$ cat config.mk
export PLATFORM = sky130hd
export DESIGN_NAME = io_port_access_unit
export DESIGN_NICKNAME = d
export VERILOG_FILES = /design/src/common/io_port_pkg.sv /design/src/io_port_access_unit.sv
export SDC_FILE = /design/constraint.sdc
export NUM_CORES = 1
export LEC_CHECK = 0
export ABC_AREA = 0
export BUFFER_PORTS_ARGS = -buffer_cell sky130_fd_sc_hd__buf_2
export CELL_PAD_IN_SITES_DETAIL_PLACEMENT = 1
export CELL_PAD_IN_SITES_GLOBAL_PLACEMENT = 1
export CORE_MARGIN = 3
export CORE_UTILIZATION = 35
export CTS_CLUSTER_DIAMETER = 150
export DETAILED_ROUTE_END_ITERATION = 6
export PLACE_DENSITY_LB_ADDON = 0.1
export SYNTH_ARGS = -nofsm -noshare
export SYNTH_HDL_FRONTEND = slang
export SYNTH_SLANG_ARGS = --single-unit
$ cat constraint.sdc
create_clock -name clock -period 2.9 [get_ports clock]
set_input_delay 0.145 -clock clock [delete_from_list [all_inputs] [get_ports clock]]
set_output_delay 0.145 -clock clock [all_outputs]
set_load 0.01 [all_outputs]
$ cat src/common/io_port_pkg.sv
package io_port_pkg;
  // Port space geometry
  localparam int PORT_W = 16;
  localparam int DATA_W = 32;
  localparam int LANES = 4;
  // Transfer size codes presented by the core
  localparam logic [1:0] SIZE_BYTE = 2'h0;
  localparam logic [1:0] SIZE_WORD = 2'h1;
  localparam logic [1:0] SIZE_DWORD = 2'h2;
  // Byte counts for each size
  localparam logic [2:0] BYTES_1 = 3'h1;
  localparam logic [2:0] BYTES_2 = 3'h2;
  localparam logic [2:0] BYTES_4 = 3'h4;
  // Space indication driven with every bus request: low selects port space
  localparam logic MEM_IO_PORT = 1'b0;
  // Ports kept free of peripherals by the system
  localparam logic [15:0] RESERVED_LO = 16'h00F8;
  localparam logic [15:0] RESERVED_HI = 16'h00FF;
  // Values after reset
  localparam logic [15:0] ADDR_RST = 16'h0000;
  localparam logic [31:0] DATA_RST = 32'h00000000;
  localparam logic [3:0] BE_RST = 4'h0;
  localparam logic [2:0] COUNT_RST = 3'h0;

  typedef enum logic [1:0] {IDLE, ISSUE, WAIT_ACK, WAIT_DROP} state_type;
endpackage

$ cat src/io_port_access_unit.sv
`timescale 1ns/100ps
// Summary of operation
// - Separate 64K byte-port space, 16-bit number
// - Accesses past FFFFh wrap to port 0
// - Transfers of 8, 16 or 32 bits
// - Aligned word or dword takes one cycle
// - Unaligned access uses extra bus cycles
// - Write completes before next instruction retires
// - Space indication low on port cycles
// - Only port instructions start port cycles
// - Port cycle parity errors never masked
// - Port number from immediate or count register
module io_port_access_unit
(
  input wire logic clock,
  input wire logic rst,
  input wire logic io_valid,
  input wire logic io_port_instr,
  input wire logic io_write,
  input wire logic [1:0] io_size,
  input wire logic io_use_count,
  input wire logic [15:0] io_imm_port,
  input wire logic [15:0] io_count_port,
  input wire logic [31:0] io_wdata,
  output logic io_pending,
  output logic retire_stall,
  output logic io_done,
  output logic io_refused,
  output logic [31:0] io_rdata,
  output logic parity_error,
  output logic bus_strobe,
  output logic bus_mem_io,
  output logic bus_write,
  output logic [15:0] bus_addr,
  output logic [3:0] bus_be,
  output logic [31:0] bus_wdata,
  input wire logic bus_ack,
  input wire logic [31:0] bus_rdata,
  input wire logic bus_parity_err
);

  // Largest naturally aligned piece that fits at this lane
  function automatic logic [2:0] piece_len(input logic [1:0] lo, input logic [2:0] left);
    if (lo == 2'h0 && left >= io_port_pkg::BYTES_4)
      piece_len = io_port_pkg::BYTES_4;
    else if (!lo[0] && left >= io_port_pkg::BYTES_2)
      piece_len = io_port_pkg::BYTES_2;
    else
      piece_len = io_port_pkg::BYTES_1;
  endfunction

  // Lane mask for a piece of the given length, starting at lane 0
  function automatic logic [3:0] lane_mask(input logic [2:0] len);
    lane_mask = (len == io_port_pkg::BYTES_4) ? 4'hF :
                (len == io_port_pkg::BYTES_2) ? 4'h3 : 4'h1;
  endfunction

  io_port_pkg::state_type state_reg;
  logic [15:0] addr_reg;
  logic [2:0] left_reg;
  logic [2:0] done_reg;
  logic write_reg;
  logic [31:0] wdata_reg;
  logic [31:0] acc_reg;
  logic pending_reg;
  logic stall_reg;
  logic done_pulse_reg;
  logic refused_reg;
  logic [31:0] rdata_reg;
  logic parity_reg;
  logic strobe_reg;
  logic bus_write_reg;
  logic [15:0] bus_addr_reg;
  logic [3:0] bus_be_reg;
  logic [31:0] bus_wdata_reg;
  logic mem_io_reg;
  logic ack_meta;
  logic ack_s;
  logic [31:0] rdata_meta;
  logic [31:0] rdata_s;
  logic par_meta;
  logic par_s;

  // Core request decode; port number source chosen per instruction form
  wire logic start = (state_reg == io_port_pkg::IDLE) && io_valid && io_port_instr;
  wire logic refuse = (state_reg == io_port_pkg::IDLE) && io_valid && !io_port_instr;
  wire logic [15:0] sel_port = io_use_count ? io_count_port : io_imm_port;
  wire logic [2:0] size_bytes = (io_size == io_port_pkg::SIZE_DWORD) ? io_port_pkg::BYTES_4 :
                                (io_size == io_port_pkg::SIZE_WORD) ? io_port_pkg::BYTES_2 :
                                io_port_pkg::BYTES_1;

  // Piece split: aligned access is one piece, unaligned falls into several
  wire logic [1:0] lo = addr_reg[1:0];
  wire logic [2:0] plen = piece_len(lo, left_reg);
  wire logic [3:0] pmask = lane_mask(plen);
  wire logic [3:0] be_next = 4'(pmask << lo);
  wire logic [31:0] bits_mask = {{8{pmask[3]}}, {8{pmask[2]}}, {8{pmask[1]}}, {8{pmask[0]}}};
  wire logic [31:0] wdata_lane = (wdata_reg >> {done_reg[1:0], 3'h0}) << {lo, 3'h0};
  wire logic [31:0] rd_piece = ((rdata_s >> {lo, 3'h0}) & bits_mask) << {done_reg[1:0], 3'h0};
  // 16-bit sum drops the carry, so a piece past FFFFh lands at port 0
  wire logic [15:0] addr_next = addr_reg + 16'(plen);
  wire logic ack_done = (state_reg == io_port_pkg::WAIT_ACK) && ack_s;

  // Bus answers come from outside the clock domain; first stage feeds only the second
  always_ff @(posedge clock)
  begin
    ack_meta <= bus_ack;
    ack_s <= ack_meta;
    rdata_meta <= bus_rdata;
    rdata_s <= rdata_meta;
    par_meta <= bus_parity_err;
    par_s <= par_meta;
  end

  // Sequencer: issue piece, wait for ack, wait for ack to drop, repeat
  always_ff @(posedge clock)
  begin
    if (rst)
    begin
      state_reg <= io_port_pkg::IDLE;
      addr_reg <= io_port_pkg::ADDR_RST;
      left_reg <= io_port_pkg::COUNT_RST;
      done_reg <= io_port_pkg::COUNT_RST;
      write_reg <= 1'b0;
      wdata_reg <= io_port_pkg::DATA_RST;
      acc_reg <= io_port_pkg::DATA_RST;
      pending_reg <= 1'b0;
      stall_reg <= 1'b0;
    end
    else
    begin
      unique case (state_reg)
        io_port_pkg::IDLE:
          if (start)
          begin
            addr_reg <= sel_port;
            left_reg <= size_bytes;
            done_reg <= io_port_pkg::COUNT_RST;
            write_reg <= io_write;
            wdata_reg <= io_wdata;
            acc_reg <= io_port_pkg::DATA_RST;
            pending_reg <= 1'b1;
            stall_reg <= io_write;
            state_reg <= io_port_pkg::ISSUE;
          end
        io_port_pkg::ISSUE:
          state_reg <= io_port_pkg::WAIT_ACK;
        io_port_pkg::WAIT_ACK:
          if (ack_s)
          begin
            acc_reg <= acc_reg | rd_piece;
            addr_reg <= addr_next;
            left_reg <= left_reg - plen;
            done_reg <= done_reg + plen;
            state_reg <= io_port_pkg::WAIT_DROP;
          end
        io_port_pkg::WAIT_DROP:
          if (!ack_s)
          begin
            if (left_reg == io_port_pkg::COUNT_RST)
            begin
              pending_reg <= 1'b0;
              stall_reg <= 1'b0;
              state_reg <= io_port_pkg::IDLE;
            end
            else
              state_reg <= io_port_pkg::ISSUE;
          end
      endcase
    end
  end

  // Core-side pulses and read data
  always_ff @(posedge clock)
  begin
    if (rst)
    begin
      done_pulse_reg <= 1'b0;
      refused_reg <= 1'b0;
      rdata_reg <= io_port_pkg::DATA_RST;
      parity_reg <= 1'b0;
    end
    else
    begin
      done_pulse_reg <= (state_reg == io_port_pkg::WAIT_DROP) && !ack_s
                        && (left_reg == io_port_pkg::COUNT_RST);
      refused_reg <= refuse;
      parity_reg <= ack_done && par_s;
      if ((state_reg == io_port_pkg::WAIT_DROP) && !ack_s && (left_reg == io_port_pkg::COUNT_RST))
        rdata_reg <= acc_reg;
    end
  end

  // Bus request outputs; strobe held until the ack is seen
  always_ff @(posedge clock)
  begin
    if (rst)
    begin
      strobe_reg <= 1'b0;
      bus_write_reg <= 1'b0;
      bus_addr_reg <= io_port_pkg::ADDR_RST;
      bus_be_reg <= io_port_pkg::BE_RST;
      bus_wdata_reg <= io_port_pkg::DATA_RST;
      mem_io_reg <= io_port_pkg::MEM_IO_PORT;
    end
    else if (state_reg == io_port_pkg::ISSUE)
    begin
      strobe_reg <= 1'b1;
      bus_write_reg <= write_reg;
      bus_addr_reg <= {addr_reg[15:2], 2'h0};
      bus_be_reg <= be_next;
      bus_wdata_reg <= wdata_lane;
      mem_io_reg <= io_port_pkg::MEM_IO_PORT;
    end
    else if (ack_done)
      strobe_reg <= 1'b0;
  end

  assign io_pending = pending_reg;
  assign retire_stall = stall_reg;
  assign io_done = done_pulse_reg;
  assign io_refused = refused_reg;
  assign io_rdata = rdata_reg;
  assign parity_error = parity_reg;
  assign bus_strobe = strobe_reg;
  assign bus_mem_io = mem_io_reg;
  assign bus_write = bus_write_reg;
  assign bus_addr = bus_addr_reg;
  assign bus_be = bus_be_reg;
  assign bus_wdata = bus_wdata_reg;

  // Checks on the sequencer
  a_space_port: assert property (@(posedge clock) disable iff (rst)
    bus_strobe |-> (bus_mem_io == 1'b0))
    else $error("port cycle without port-space indication");
  a_dword_single: assert property (@(posedge clock) disable iff (rst)
    (state_reg == io_port_pkg::ISSUE && done_reg == 3'h0 && left_reg == 3'h4 && lo == 2'h0)
    |=> (bus_be == 4'hF) ##1 (state_reg == io_port_pkg::WAIT_ACK))
    else $error("aligned dword not issued as one cycle");
  a_unaligned_split: assert property (@(posedge clock) disable iff (rst)
    (state_reg == io_port_pkg::ISSUE && lo[0] && left_reg > 3'h1)
    |=> (bus_be != 4'hF) && (bus_be[0] == 1'b0))
    else $error("unaligned access not split");
  a_stall_write: assert property (@(posedge clock) disable iff (rst)
    $fell(retire_stall) |-> io_done)
    else $error("write stall released before completion");
  a_pending_last: assert property (@(posedge clock) disable iff (rst)
    io_done |-> !io_pending && (left_reg == 3'h0) && $past(io_pending))
    else $error("pending dropped early");
  a_parity_seen: assert property (@(posedge clock) disable iff (rst)
    (ack_done && par_s) |=> parity_error)
    else $error("parity error masked");
  a_refuse_other: assert property (@(posedge clock) disable iff (rst)
    refuse |=> io_refused && !io_pending ##1 !bus_strobe)
    else $error("non-port request started a cycle");
  a_port_source: assert property (@(posedge clock) disable iff (rst)
    start |=> (addr_reg == $past(sel_port)) && (left_reg == $past(size_bytes)))
    else $error("wrong port number or size loaded");
  a_wrap_top: assert property (@(posedge clock) disable iff (rst)
    (ack_done && addr_reg == 16'hFFFF) |=> (addr_reg == 16'h0000))
    else $error("port address did not wrap");
endmodule

==> results.sh, run 1 <==
export IMPL_outcome="finished clean"
export IMPL_p_per_area_nw_per_um2=891.1
export IMPL_synth_seq_cells=245
export IMPL_postRouteAntennaNets=0
export IMPL_max_freq_ghz=0.3919
export IMPL_nets=1407
export IMPL_worstSetupEndpointType="flip-flop"
export IMPL_avgSynthCellArea_um2=9.482
export IMPL_clk_pin_slew_ns=0.06
export IMPL_ys_warn_count=0
export IMPL_floorplan_initialDensity=0.3620
export IMPL_synth_top_area_share=0.4945
export IMPL_dp_cells=1561
export IMPL_h_tree_depth=1
export IMPL_clockBufferDepth=3
export IMPL_route_detailed_drc=0
export IMPL_diodes=0
export IMPL_via_per_inst=5.179
export IMPL_dieArea_um2=30390
export IMPL_clockRootBuffer="clkbuf_16"
export IMPL_grt_max_degree=56
export IMPL_via_count=8690
export IMPL_grt_antenna_before_repair=0
export IMPL_die_h_um=174.3
export IMPL_synth_edf_count=0
export IMPL_area_delta_synth_final_pct=28.83
export IMPL_cts_resized=0
export IMPL_overflow=0
export IMPL_grtUsageTotal=0.1980
export IMPL_grt_pass1_wl_mm=49.75
export IMPL_maxCapViolCount=0
export IMPL_finalCriticalPeriod_ns=2.551
export IMPL_hold_buffers=69
export IMPL_syn_inst=1046
export IMPL_critPathMaxFanout=8
export IMPL_leakagePower_nw=5.209
export IMPL_crit_required_ns=3.34
export IMPL_slew_viol_final=0
export IMPL_relSlewSlack=0.3030
export IMPL_ys_types=76
export IMPL_seq_area_frac_synth=0.4945
export IMPL_clock_skew_ns=0.01982
export IMPL_post_cts_buffers=0
export IMPL_drt_wirelength_per_cell_um=18.40
export IMPL_boundaryPins=198
export IMPL_whs_endpoint="left_reg[0]$_SDFFE_PP0P_"
export IMPL_finalSetupTns_ns=0
export IMPL_core_area_um2=27400
export IMPL_hold_depth=4
export IMPL_ys_flop_type="dfxtp_1"
export IMPL_grt_pass1_vias=8854
export IMPL_drive_gt1_frac=0.2312
export IMPL_hp_class="in2reg"
export IMPL_synth_top_area_cell="dfxtp_1"
export IMPL_hold_viol=0
export IMPL_clock_sinks=245
export IMPL_cts_tree="yes"
export IMPL_whs_ns=0.03323
export IMPL_io_buffers=194
export IMPL_yosysMostFrequentCell="dfxtp_1"
export IMPL_drt_pass1_iterations=4
export IMPL_rrSetupSlack_ns=0.35
export IMPL_clk_latency_ns=0.55
export IMPL_die_w_um=174.3
export IMPL_gp_congestion=0.7890
export IMPL_reg2reg_to="addr_reg[13]$_SDFFE_PP0P_"
export IMPL_worstPathArrival_ns=2.99
export IMPL_critPathKind="reg2reg"
export IMPL_hpwl_mm=21.78
export IMPL_worstHoldStart="io_size[1]"
export IMPL_post_place_ws_ns=0.4278
export IMPL_totalPowerFinal_mw=11.39
export IMPL_netlist_area_um2=9918
export IMPL_cts_made_buffers=28
export IMPL_yosys_top_cells_count="245 x dfxtp_1, 151 x nand2_1, 98 x a21oi_1"
export IMPL_min_period_over_period=0.8798
export IMPL_r2r_cells=9
export IMPL_wl_mm=30.87
export IMPL_synth_async_reset_ratio=0
export IMPL_vdd_ir_drop_max_mv=0.4719
export IMPL_finalSetupViolations=0
export IMPL_r2r_start="left_reg[2]$_SDFFE_PP0P_"
export IMPL_worstMarginPinSlew_ns=1.044
export IMPL_drtIter0Drc=463
export IMPL_critPathLaunchType="flip-flop"
export IMPL_num_rows=60
export IMPL_fin_cells=1678
export IMPL_timing_final_ws_setup_ns=0.3485
export IMPL_synth_area_leaders="dfxtp_1 49%, mux2i_1 7.2%, nand2_1 5.7%, a21oi_1 4.9%, nor2_1 2.3%"
export IMPL_rsz0062_at_grt="no"
through the flow:
step,utilization,cell area [um2]
after floorplan,-,9926
after global placement,0.4096,11220
after detailed placement,0.4096,11220
after CTS,0.4663,12780
after global routing,0.4663,12780
final,0.4663,12780
cell usage in the layout (no fill, tap or decap), types with 7 or more instances in the layout:
cell type / n
buf_4: 30
o2bb2ai_1: 8
o21ai_0: 17
o32ai_1: 9
o22ai_1: 18
ha_1: 11
a221o_1: 7
o21a_1: 8
a41o_1: 8
mux2i_1: 71
nor3_1: 28
a22oi_1: 16
a21oi_1: 98
mux2_2: 13
dlygate4sd3_1: 69
mux4_2: 10
clkbuf_1: 7
clkbuf_16: 28
a221oi_1: 8
a22o_1: 15
nand2_1: 151
buf_2: 193
inv_1: 30
nand3_1: 12
nor2_1: 61
a32oi_1: 10
and2_0: 7
dfxtp_1: 244
logic make-up (layout without fill, tap and decap cells):
family,Yosys count,count (layout),share of synthesized area
flip-flops,245,245,0.4945
multiplexers,95,95,0.1105
other,1,3,0.0003781
adder cells (fa/ha/maj),13,13,0.01716
XOR/XNOR,3,3,0.002650
buffers and inverters,114,372,0.04857
AO/OA/AOI/OAI,271,271,0.1870
AND/OR/NAND/NOR,304,304,0.1393
layout make-up:
class,instances,area [um2]
clock buffer,41,809.5
multi-input combinational,689,4542
sequential,245,4906
timing repair buffer,292,1882
clock inverter,7,52.55
inverter,32,120.1
fill,3127,14620
tap,372,465.4
how the worst max path moves through the flow:
stage                                        start                         to  slack (ns)  cells after the start
after global placement    left_reg[2]$_SDFFE_PP0P_  addr_reg[12]$_SDFFE_PP0P_        0.50                      8
after CTS                 left_reg[2]$_SDFFE_PP0P_  addr_reg[13]$_SDFFE_PP0P_        0.38                      9
final                     left_reg[2]$_SDFFE_PP0P_  addr_reg[13]$_SDFFE_PP0P_        0.35                      9
after global routing      left_reg[2]$_SDFFE_PP0P_  addr_reg[12]$_SDFFE_PP0P_        0.18                      8
after detailed placement  left_reg[2]$_SDFFE_PP0P_  addr_reg[12]$_SDFFE_PP0P_        0.43                      8
after floorplan           addr_reg[0]$_SDFFE_PP0P_  addr_reg[12]$_SDFFE_PP0P_        0.47                      9
power by group:
group          internal [mW]  switching [mW]
registers               3.82           0.408
logic                   1.47            2.39
clock network           1.92            1.38
per-layer routing:
| layer | wire length (um) | GRT usage |
|---|---|---|
| met5 | 0 | 0 |
| met4 | 562 | 0.03820 |
| met3 | 1385 | 0.02665 |
| met2 | 13420 | 0.3065 |
| met1 | 15500 | 0.2956 |
critical path: stages, from the launching register on:
cell and delay (ns):
dfxtp_1 0.38, nor3b_2 0.18, buf_4 0.16, nor2_1 0.21, ha_1 0.32, a211oi_2 0.50
nor3_1 0.09, buf_4 0.18, a311o_1 0.35, o31ai_1 0.07
(Power assumes the default switching activity.)
==> run 2, diff against run 1 <==
- CAP_MARGIN: not set -> 40
- SETUP_SLACK_MARGIN: not set -> 0.02
- clock period: 2.9 -> 3 ns (I/O delays scaled with it)
==> results.sh, run 2 (same netlist as run 1, synthesis figures left out) <==
export IMPL_outcome="finished clean"
export IMPL_rsz0062_at_grt="no"
export IMPL_vdd_ir_drop_max_mv=0.3715
export IMPL_h_tree_depth=1
export IMPL_fin_cells=1680
export IMPL_post_cts_buffers=0
export IMPL_hold_buffers=70
export IMPL_drive_gt1_frac=0.2324
export IMPL_p_per_area_nw_per_um2=889.8
export IMPL_die_w_um=174.3
export IMPL_clk_pin_slew_ns=0.06
export IMPL_layout_common_cells="244 x dfxtp_1, 194 x buf_2, 151 x nand2_1, 98 x a21oi_1, 71 x mux2i_1"
export IMPL_cp_slowest_stage_delay_ns=0.60
export IMPL_finalCriticalPeriod_ns=2.645
export IMPL_boundaryPins=198
export IMPL_grt_pass1_wl_mm=48.65
export IMPL_clock_skew_ns=0.008403
export IMPL_whs_endpoint="left_reg[0]$_SDFFE_PP0P_"
export IMPL_drt_wirelength_per_cell_um=18.16
export IMPL_critPathMaxFanout=8
export IMPL_cts_tree="yes"
export IMPL_postRouteAntennaNets=0
export IMPL_slew_viol_final=0
export IMPL_clockRootBuffer="clkbuf_16"
export IMPL_worstPathArrival_ns=3.07
export IMPL_grt_antenna_before_repair=0
export IMPL_clockBufferDepth=3
export IMPL_p_seq_frac=0.358
export IMPL_critPathLaunchType="flip-flop"
export IMPL_reg2reg_to="addr_reg[7]$_SDFFE_PP0P_"
export IMPL_clk_latency_ns=0.53
export IMPL_io_buffers=194
export IMPL_maxCapViolCount=0
export IMPL_hpwl_mm=22.05
export IMPL_drt_pass1_iterations=5
export IMPL_utilization=0.4721
export IMPL_p_int_mw=7.481
export IMPL_drtIter0Drc=442
export IMPL_via_count=8604
export IMPL_finalSetupViolations=0
export IMPL_num_rows=60
export IMPL_finalSetupTns_ns=0
export IMPL_worstHoldStart="io_size[1]"
export IMPL_crit_required_ns=3.42
export IMPL_nets=1406
export IMPL_cts_resized=0
export IMPL_p_clk_frac=0.321
export IMPL_hold_viol=0
export IMPL_layout_commonest_cell="dfxtp_1"
export IMPL_grt_max_degree=67
export IMPL_relSlewSlack=0.4199
export IMPL_r2r_start="addr_reg[0]$_SDFFE_PP0P_"
export IMPL_worstMarginPinSlew_ns=0.8678
export IMPL_hold_depth=4
export IMPL_crit_chain="o21bai_1 > nor2_1 > ha_1 > a211oi_2 > nor3_1 > o21ai_0 > a32o_1"
export IMPL_diodes=0
export IMPL_combPwrFrac=0.321
export IMPL_leakagePower_nw=5.275
export IMPL_area_delta_synth_final_pct=30.41
export IMPL_r2r_cells=7
export IMPL_core_area_um2=27400
export IMPL_worstSetupEndpointType="flip-flop"
export IMPL_gp_congestion=0.8232
export IMPL_via_per_inst=5.121
export IMPL_route_detailed_drc=0
export IMPL_rrSetupSlack_ns=0.36
export IMPL_dieArea_um2=30390
export IMPL_wl_mm=30.51
export IMPL_hp_class="in2reg"
export IMPL_die_h_um=174.3
export IMPL_max_freq_ghz=0.3781
export IMPL_critPathKind="reg2reg"
export IMPL_cpMaxStageDelayCell="nor3_1"
export IMPL_grtUsageTotal=0.1943
export IMPL_min_period_over_period=0.8816
export IMPL_overflow=0
export IMPL_sw_frac_of_total=0.3500
export IMPL_p_sw_mw=4.028
export IMPL_grt_pass1_vias=8653
export IMPL_clock_sinks=245
export IMPL_floorplan_initialDensity=0.3620
export IMPL_cts_made_buffers=28
export IMPL_dp_cells=1559
## run 2: changes by cell type in the layout (fill, tap and decap cells not counted), sizes merged
cell,before,now
dlygate4sd3,69,70
clkinvlp,1,2
buf,223,221
bufinv,0,5
clkinv,7,4
inv,31,30
clkbuf,41,42
## run 2: cell type report
type / count / area, um2
multi-input cells: 689 / 4542
clock inverters: 9 / 175.2
repair buffers: 291 / 1882
well taps: 372 / 465.4
fillers: 3129 / 14470
flip-flops and latches: 245 / 4906
inverters: 32 / 120.1
clock buffers: 42 / 844.6
## run 2: worst max path at each step
| stage | start | to | slack [ns] | cells after the start |
|---|---|---|---|---|
| final | addr_reg[0]$_SDFFE_PP0P_ | addr_reg[7]$_SDFFE_PP0P_ | 0.36 | 7 |
| after global placement | addr_reg[0]$_SDFFE_PP0P_ | addr_reg[7]$_SDFFE_PP0P_ | 0.52 | 7 |
| after global routing | addr_reg[0]$_SDFFE_PP0P_ | addr_reg[7]$_SDFFE_PP0P_ | 0.05 | 7 |
| after detailed placement | addr_reg[0]$_SDFFE_PP0P_ | addr_reg[7]$_SDFFE_PP0P_ | 0.39 | 7 |
| after CTS | addr_reg[0]$_SDFFE_PP0P_ | addr_reg[7]$_SDFFE_PP0P_ | 0.37 | 7 |
| after floorplan | addr_reg[0]$_SDFFE_PP0P_ | addr_reg[12]$_SDFFE_PP0P_ | 0.57 | 9 |
## run 2: per-stage QoR
stage               hold slack [ns]  area [um2]  worst slack, ns  power (mW)
floorplan                    0.1777        9926           0.5663       6.566
global route                0.06483       12930          0.05293       12.18
finish                      0.04920       12930           0.3551       11.51
CTS                         0.02371       12930           0.3737       11.59
detailed placement           0.2539       11210           0.3885       7.776
global placement             0.2529       11190           0.5181       7.718
## run 2: metal layers
layer,routed length [um],up-vias,GRT usage
met3,1627,26,0.03167
li1,-,4252,-
met5,0,-,0
met4,385,0,0.03485
met1,15350,4089,0.2926
met2,13150,237,0.2949
## run 2: power by group through the flow
stage / Clock (mW) / Sequential [mW] / Combinational, mW
2_1_floorplan: 0 / 4.05 / 2.51
3_3_place_gp: 0 / 4.18 / 3.54
3_5_place_dp: 0 / 4.19 / 3.58
4_1_cts: 3.79 / 4.12 / 3.68
5_1_grt: 3.94 / 4.19 / 4.05
6_report: 3.70 / 4.12 / 3.69
## run 2: critical path, delay by kind of cell, from the launching register on
family / cells / cell delay [ns]
AO/OA/AOI/OAI: 4 / 0.87
adder cells (fa/ha/maj): 1 / 0.38
flip-flops: 1 / 0.53
AND/OR/NAND/NOR: 2 / 0.76
